[config.mk]
export PLATFORM = sky130hd
export DESIGN_NAME = mis_exec
export DESIGN_NICKNAME = d
export VERILOG_FILES = /design/src/mis_pkg.sv /design/src/mis_alu_if.sv /design/src/mis_exec.sv /design/src/mis_alu.sv
export VERILOG_INCLUDE_DIRS = /design/src /design/src/src
export SDC_FILE = /design/constraint.sdc
export NUM_CORES = 1
export LEC_CHECK = 0
export ABC_AREA = 1
export BUFFER_PORTS_ARGS = -buffer_cell sky130_fd_sc_hd__buf_2
export CAP_MARGIN = 5
export CORE_MARGIN = 10
export CORE_UTILIZATION = 40
export CTS_CLUSTER_DIAMETER = 150
export DETAILED_ROUTE_END_ITERATION = 7
export PLACE_DENSITY_LB_ADDON = 0.12
export SYNTH_ARGS = -nofsm -noshare
export SYNTH_HDL_FRONTEND = slang
export SYNTH_SLANG_ARGS = --single-unit
export TNS_END_PERCENT = 10
[constraint.sdc]
create_clock -name ref_clk -period 1.25 [get_ports ref_clk]
set_clock_uncertainty 0.1 [all_clocks]
set_input_delay 0.25 -clock ref_clk [delete_from_list [all_inputs] [get_ports ref_clk]]
set_output_delay 0.25 -clock ref_clk [all_outputs]
set_load 0.02 [all_outputs]
[src/mis_consts.svh]
// Operation
// - increment-skip adds one to data byte 0..63 and writes it to the accumulator when dest is 0, else back to the byte.
// - an increment-skip result of zero discards the prefetched instruction, runs a no-op in its place and takes two cycles, otherwise one.
// - register-or ORs accumulator with the data byte, writes accumulator (dest 0) or byte (dest 1), updates zero, one cycle.
// - immediate-or ORs accumulator with the 8-bit constant of the word, writes accumulator, updates zero, one cycle.
// - page-2 read copies special register 5..15 to the accumulator in one cycle, flags and source untouched.
`ifndef MIS_CONSTS_SVH
`define MIS_CONSTS_SVH
`define MIS_DATA_W      8
`define MIS_ADDR_W      6
`define MIS_SFR_W       4
`define MIS_ADDR_MAX    6'h3F
`define MIS_SFR_MIN     4'h5
`define MIS_SFR_MAX     4'hF
`define MIS_INCR_STEP   8'h01
`define MIS_ZERO        8'h00
`define MIS_DEST_ACC    1'b0
`define MIS_DEST_REG    1'b1
`define MIS_SKIP_CYCLES 2
`define MIS_ONE_CYCLES  1
`endif

[src/mis_pkg.sv]
package mis_pkg;
  typedef enum logic [2:0] {
    MIS_OP_NONE            = 3'b000,
    increment_skip_zero_op = 3'b001,
    or_acc_with_reg_op     = 3'b010,
    or_immediate_acc_op    = 3'b011,
    read_page2_sfr_op      = 3'b100
  } mis_op_e;

  typedef enum logic {
    MIS_ST_RUN  = 1'b0,
    MIS_ST_SKIP = 1'b1
  } mis_state_e;

  typedef struct packed {
    mis_state_e  st;
    logic        acc_wr;
    logic [7:0]  acc_wdata;
    logic        reg_wr;
    logic [5:0]  reg_waddr;
    logic [7:0]  reg_wdata;
    logic        z_wr;
    logic        z_val;
    logic        discard;
    logic        stall;
    logic        done;
  } mis_state_s;

  typedef struct packed {
    logic        acc_wr;
    logic        reg_wr;
    logic        z_wr;
    logic        skip;
    logic        legal;
    logic [7:0]  result;
  } mis_res_s;
endpackage

[src/mis_alu_if.sv]
`timescale 1ns/100ps
interface mis_alu_if;
  mis_pkg::mis_op_e  op;
  logic              dest;
  logic [7:0]        acc;
  logic [7:0]        reg_data;
  logic [7:0]        imm;
  logic [3:0]        sfr_idx;
  logic [7:0]        sfr_data;
  mis_pkg::mis_res_s res;

  modport core (output op, dest, acc, reg_data, imm, sfr_idx, sfr_data,
                input res);
  modport alu (input op, dest, acc, reg_data, imm, sfr_idx, sfr_data,
               output res);
endinterface

[src/mis_exec.sv]
`timescale 1ns/100ps
`include "mis_consts.svh"
module mis_exec (
  input  wire logic             ref_clk,
  input  wire logic             rst_b,
  input  wire logic             clk_en,
  input  wire logic             issue_valid,
  input  wire mis_pkg::mis_op_e issue_op,
  input  wire logic             issue_dest,
  input  wire logic [5:0]       issue_addr,
  input  wire logic [7:0]       issue_imm,
  input  wire logic [3:0]       issue_sfr,
  input  wire logic [7:0]       accumulator,
  input  wire logic [7:0]       reg_rdata,
  input  wire logic [7:0]       sfr_rdata,
  output logic                  acc_wr,
  output logic [7:0]            acc_wdata,
  output logic                  reg_wr,
  output logic [5:0]            reg_waddr,
  output logic [7:0]            reg_wdata,
  output logic                  z_wr,
  output logic                  z_val,
  output logic                  discard_fetch,
  output logic                  stall,
  output logic                  done
);
  mis_pkg::mis_state_s q;
  mis_pkg::mis_state_s next_q;
  logic                issue_ok;

  mis_alu_if alu_bus();

  assign alu_bus.op       = issue_op;
  assign alu_bus.dest     = issue_dest;
  assign alu_bus.acc      = accumulator;
  assign alu_bus.reg_data = reg_rdata;
  assign alu_bus.imm      = issue_imm;
  assign alu_bus.sfr_idx  = issue_sfr;
  assign alu_bus.sfr_data = sfr_rdata;

  mis_alu u_alu (
    .bus (alu_bus.alu)
  );

  // requests are refused while the no-op slot of a skip runs
  assign issue_ok = issue_valid && !q.stall;

  always_comb begin
    next_q         = q;
    next_q.acc_wr  = 1'b0;
    next_q.reg_wr  = 1'b0;
    next_q.z_wr    = 1'b0;
    next_q.discard = 1'b0;
    next_q.done    = 1'b0;
    unique case (q.st)
      mis_pkg::MIS_ST_RUN: begin
        if (issue_ok && alu_bus.res.legal) begin
          next_q.acc_wr    = alu_bus.res.acc_wr;
          next_q.acc_wdata = alu_bus.res.result;
          next_q.reg_wr    = alu_bus.res.reg_wr;
          next_q.reg_waddr = issue_addr;
          next_q.reg_wdata = alu_bus.res.result;
          next_q.z_wr      = alu_bus.res.z_wr;
          next_q.z_val     = (alu_bus.res.result == `MIS_ZERO);
          if (alu_bus.res.skip) begin
            // prefetched word is thrown away; its slot becomes a no-op
            next_q.discard = 1'b1;
            next_q.stall   = 1'b1;
            next_q.st      = mis_pkg::MIS_ST_SKIP;
          end else begin
            next_q.done    = 1'b1;
          end
        end else if (issue_ok) begin
          next_q.done = 1'b1;
        end
      end
      mis_pkg::MIS_ST_SKIP: begin
        next_q.stall = 1'b0;
        next_q.done  = 1'b1;
        next_q.st    = mis_pkg::MIS_ST_RUN;
      end
    endcase
  end

  // reset clears stall too, so a skip cut short leaves no dead slot behind
  always_ff @(posedge ref_clk or negedge rst_b) begin
    if (!rst_b) begin
      q <= '0;
    end else if (clk_en) begin
      q <= next_q;
    end
  end

  assign acc_wr        = q.acc_wr;
  assign acc_wdata     = q.acc_wdata;
  assign reg_wr        = q.reg_wr;
  assign reg_waddr     = q.reg_waddr;
  assign reg_wdata     = q.reg_wdata;
  assign z_wr          = q.z_wr;
  assign z_val         = q.z_val;
  assign discard_fetch = q.discard;
  assign stall         = q.stall;
  assign done          = q.done;
endmodule // mis_exec

[src/mis_alu.sv]
`timescale 1ns/100ps
`include "mis_consts.svh"
module mis_alu (
  mis_alu_if.alu bus
);
  function automatic logic [7:0] or8(input logic [7:0] a,
                                     input logic [7:0] b);
    or8 = a | b;
  endfunction

  logic [7:0] incr;

  // plain 8-bit add drops the carry, so 0xFF wraps to 0x00
  assign incr = bus.reg_data + `MIS_INCR_STEP;

  always_comb begin
    bus.res = '0;
    unique case (bus.op)
      mis_pkg::increment_skip_zero_op: begin
        bus.res.legal  = 1'b1;
        bus.res.result = incr;
        bus.res.acc_wr = (bus.dest == `MIS_DEST_ACC);
        bus.res.reg_wr = (bus.dest == `MIS_DEST_REG);
        bus.res.skip   = (incr == `MIS_ZERO);
      end
      mis_pkg::or_acc_with_reg_op: begin
        bus.res.legal  = 1'b1;
        bus.res.result = or8(bus.acc, bus.reg_data);
        bus.res.acc_wr = (bus.dest == `MIS_DEST_ACC);
        bus.res.reg_wr = (bus.dest == `MIS_DEST_REG);
        bus.res.z_wr   = 1'b1;
      end
      mis_pkg::or_immediate_acc_op: begin
        bus.res.legal  = 1'b1;
        bus.res.result = or8(bus.acc, bus.imm);
        bus.res.acc_wr = 1'b1;
        bus.res.z_wr   = 1'b1;
      end
      mis_pkg::read_page2_sfr_op: begin
        // indexes below the page floor are not readable; treated as no-op
        bus.res.legal  = (bus.sfr_idx >= `MIS_SFR_MIN);
        bus.res.result = bus.sfr_data;
        bus.res.acc_wr = bus.res.legal;
      end
      default: begin
        bus.res = '0;
      end
    endcase
  end
endmodule // mis_alu

==> results.yml <==
outcome:
  status: "complete, but fails checks"
  violations: "negative setup slack"
drt:
  wl_per_cell_um: 12.41
  ant_nets: 0
  firstDrtPassIters: 4
  drt-initial-drc-count: 44
  drc: 0
  routed_wl_um: 4653
  viasPerCell: 4.616
  num_vias: 1731
worst_setup_path:
  required_ps: 1300
  timing.rr.start: "q[29]"
  reg2reg_depth: 7
  reg2reg_slack_ps: -150
  worstSetupPathType: "reg2reg"
  r2r-end: "done"
  path_max_fanout: 4
  start_kind: "register"
  end_kind: "register"
  cp_data_arrival_time_ps: 1450
place:
  dpl.hpwl_um: 3986
  portBuffers: 78
  placed_area_sq_um: 2081
  routabilityCongestion: 0.8631
worst_hold_path:
  min_from: "issue_addr[2]"
  hold_end: "reg_waddr[2]"
  hp-class: "in2reg"
  hold_depth: 3
power:
  cellLeakagePower_nw: 1.288
  power_density_nw_per_um2: 958.2
  vdd_drop_max_v: 0.0005098
  p_total_mw: 2.093
global_routing:
  antenna_found_initial: 0
  grt_pass1_vias: 1790
  grt_pass1_wl_um: 7728
  grt_usage_pct: 14.59
  grt_max_degree: 22
  grt_overflow_total: 0
layout:
  syn2layout_area_growth_pct: 49.23
  num-nets-final: 382
  diodes: 0
  fin_util_pct: 63.47
  layout-drive-gt1-share_pct: 38.91
  layout_commonest_cell: "nand2_1"
  final_area_sq_um: 2185
  final_cell_mix: "nand2_1, buf_2, buf_4"
clock_network:
  htreeDepth: 1
  clock_latency_ps: 250
  cts_buffer_depth: 2
  root_buffer: "clkbuf_8"
  cts_inserted_buffers: 3
  cts_tree: "built"
  clkTransAtPathRegs_ps: 70
  clock_sinks: 21
timing:
  period_needed_ps: 1401
  slew_headroom_pct: 70.10
  setup_violations: 22
  layout_setup_ws_ps: -151.0
  drv_slew: 0
  hold_viol: 0
  finalCritPeriodShare_pct: 112.1
  rsz0062_at_grt: "yes"
  max_freq_ghz: 0.7138
  tightest_slew_ps: 448.5
floorplanning:
  row_count: 21
  initial_core_util_pct: 42.53
  io_pins: 79
  die_area_sq_um: 6479
  die_h_um: 80.50
  die_x_um: 80.50
  core-area_sq_um: 3442
synthesis:
  synthDistinctLibCells: 23
  syn_area_sq_um: 1464
  yosys_warnings: 0
  synth_seq_area_share_pct: 35.90
  ys_ff_latch: 21
  synthCells: 222
  synth_nets: 274
  syn_avg_cell_area_sq_um: 6.594
run:
  maxCapViolCount: 0
cell usage after synthesis:
| master | instances | area [sq um] |
|---|---|---|
| ha_1 | 2 | 25.02 |
| o21bai_1 | 1 | 7.510 |
| a21oi_1 | 6 | 30.03 |
| dfrtp_1 | 21 | 525.5 |
| inv_1 | 19 | 71.32 |
| nor2_1 | 22 | 82.58 |
| nor2_2 | 2 | 12.51 |
| buf_4 | 10 | 75.07 |
| buf_6 | 1 | 11.26 |
| buf_2 | 2 | 10.01 |
| inv_2 | 1 | 3.750 |
| nand2_1 | 94 | 352.8 |
| and2_1 | 1 | 6.260 |
| nand4_1 | 7 | 43.79 |
| nand3_2 | 1 | 10.01 |
| xnor2_1 | 1 | 8.760 |
| xor2_1 | 1 | 8.760 |
| nand3b_1 | 5 | 37.54 |
| nor3_4 | 1 | 16.27 |
| o21ai_2 | 1 | 8.760 |
| a31oi_1 | 1 | 6.260 |
| o21ai_0 | 14 | 70.07 |
| nand3_1 | 8 | 40.04 |
state kept, by name, indices dropped and copies added (netlist names):
signal / count
acc_wr: 1
z_wr: 1
q: 1
done: 1
stall: 1
z_val: 1
reg_wr: 1
reg_waddr: 6
reg_wdata: 8
how the worst max path moves through the flow:
stage,startpoint,endpoint,slack [ps],depth (start not counted)
finish,q[29],done,-150,7
floorplan,issue_op[1],done,-200,8
detailed placement,issue_op[2],z_val,-330,12
CTS,stall,done,-150,7
global route,stall,done,-270,7
global placement,issue_op[2],z_val,-310,12
worst max-delay path: stages, from the launching register on:
cell and delay (ps):
dfrtp_1 390, nor2_2 100, inv_1 60, nor2_2 130, nand2_2 100, a21oi_2 120
nand4_1 140, and2_1 170
logic make-up after synthesis:
family / count (synthesis) / share of synthesized area, %
and+or+nand+nor: 141 / 41.11
adders and majority gates: 2 / 1.709
xor gates and xnor gates: 2 / 1.197
DFF: 21 / 35.90
buffers and inverters: 33 / 11.71
AOI/OAI and AO/OA: 23 / 8.377
final cells by class:
class,count,area (sq um)
multi-input cells,168,790.8
fillers,333,1257
inverters,20,75.07
repair buffers,116,690.7
flip-flops and latches,21,525.5
well taps,46,57.56
clock buffers,4,45.04
layer usage:
metal	global-route usage, %	vias up	part of all wire [%]
met1	16.52	761	40
met5	0	-	0
li1	-	906	-
met2	25.64	57	50
met3	4.677	7	9.1
met4	3.697	0	1.3
through the flow:
| step | setup slack (ps) | hold slack [ps] | setup TNS [ps] | instances |
|---|---|---|---|---|
| floorplan | -198.3 | -145.6 | -2290 | 222 |
| global placement | -308.3 | 126.6 | -4184 | 368 |
| detailed placement | -334.0 | 120.8 | -4418 | 368 |
| CTS | -149.1 | 82.06 | -1472 | 374 |
| global route | -268.0 | 72.98 | -3674 | 375 |
| finish | -151.0 | 82.69 | -1505 | 375 |
timing repair:
item                       4_1_cts  5_1_grt
hold buffers                     1        0
pin swaps                        4        4
buffers inserted                 1        1
setup endpoints to repair       22       23
hold endpoints to repair        21        0
gates resized for setup          9        1
report_power, final:
part | internal (mW) | leakage [nW] | switching, mW | total [mW]
logic | 0.332 | 0.995 | 0.501 | 0.834
registers | 0.781 | 0.270 | 0.0598 | 0.841
clock network | 0.226 | 0.0228 | 0.192 | 0.419
total | 1.34 | 1.29 | 0.754 | 2.09
Note: power is estimated with default switching activity, not from simulation.
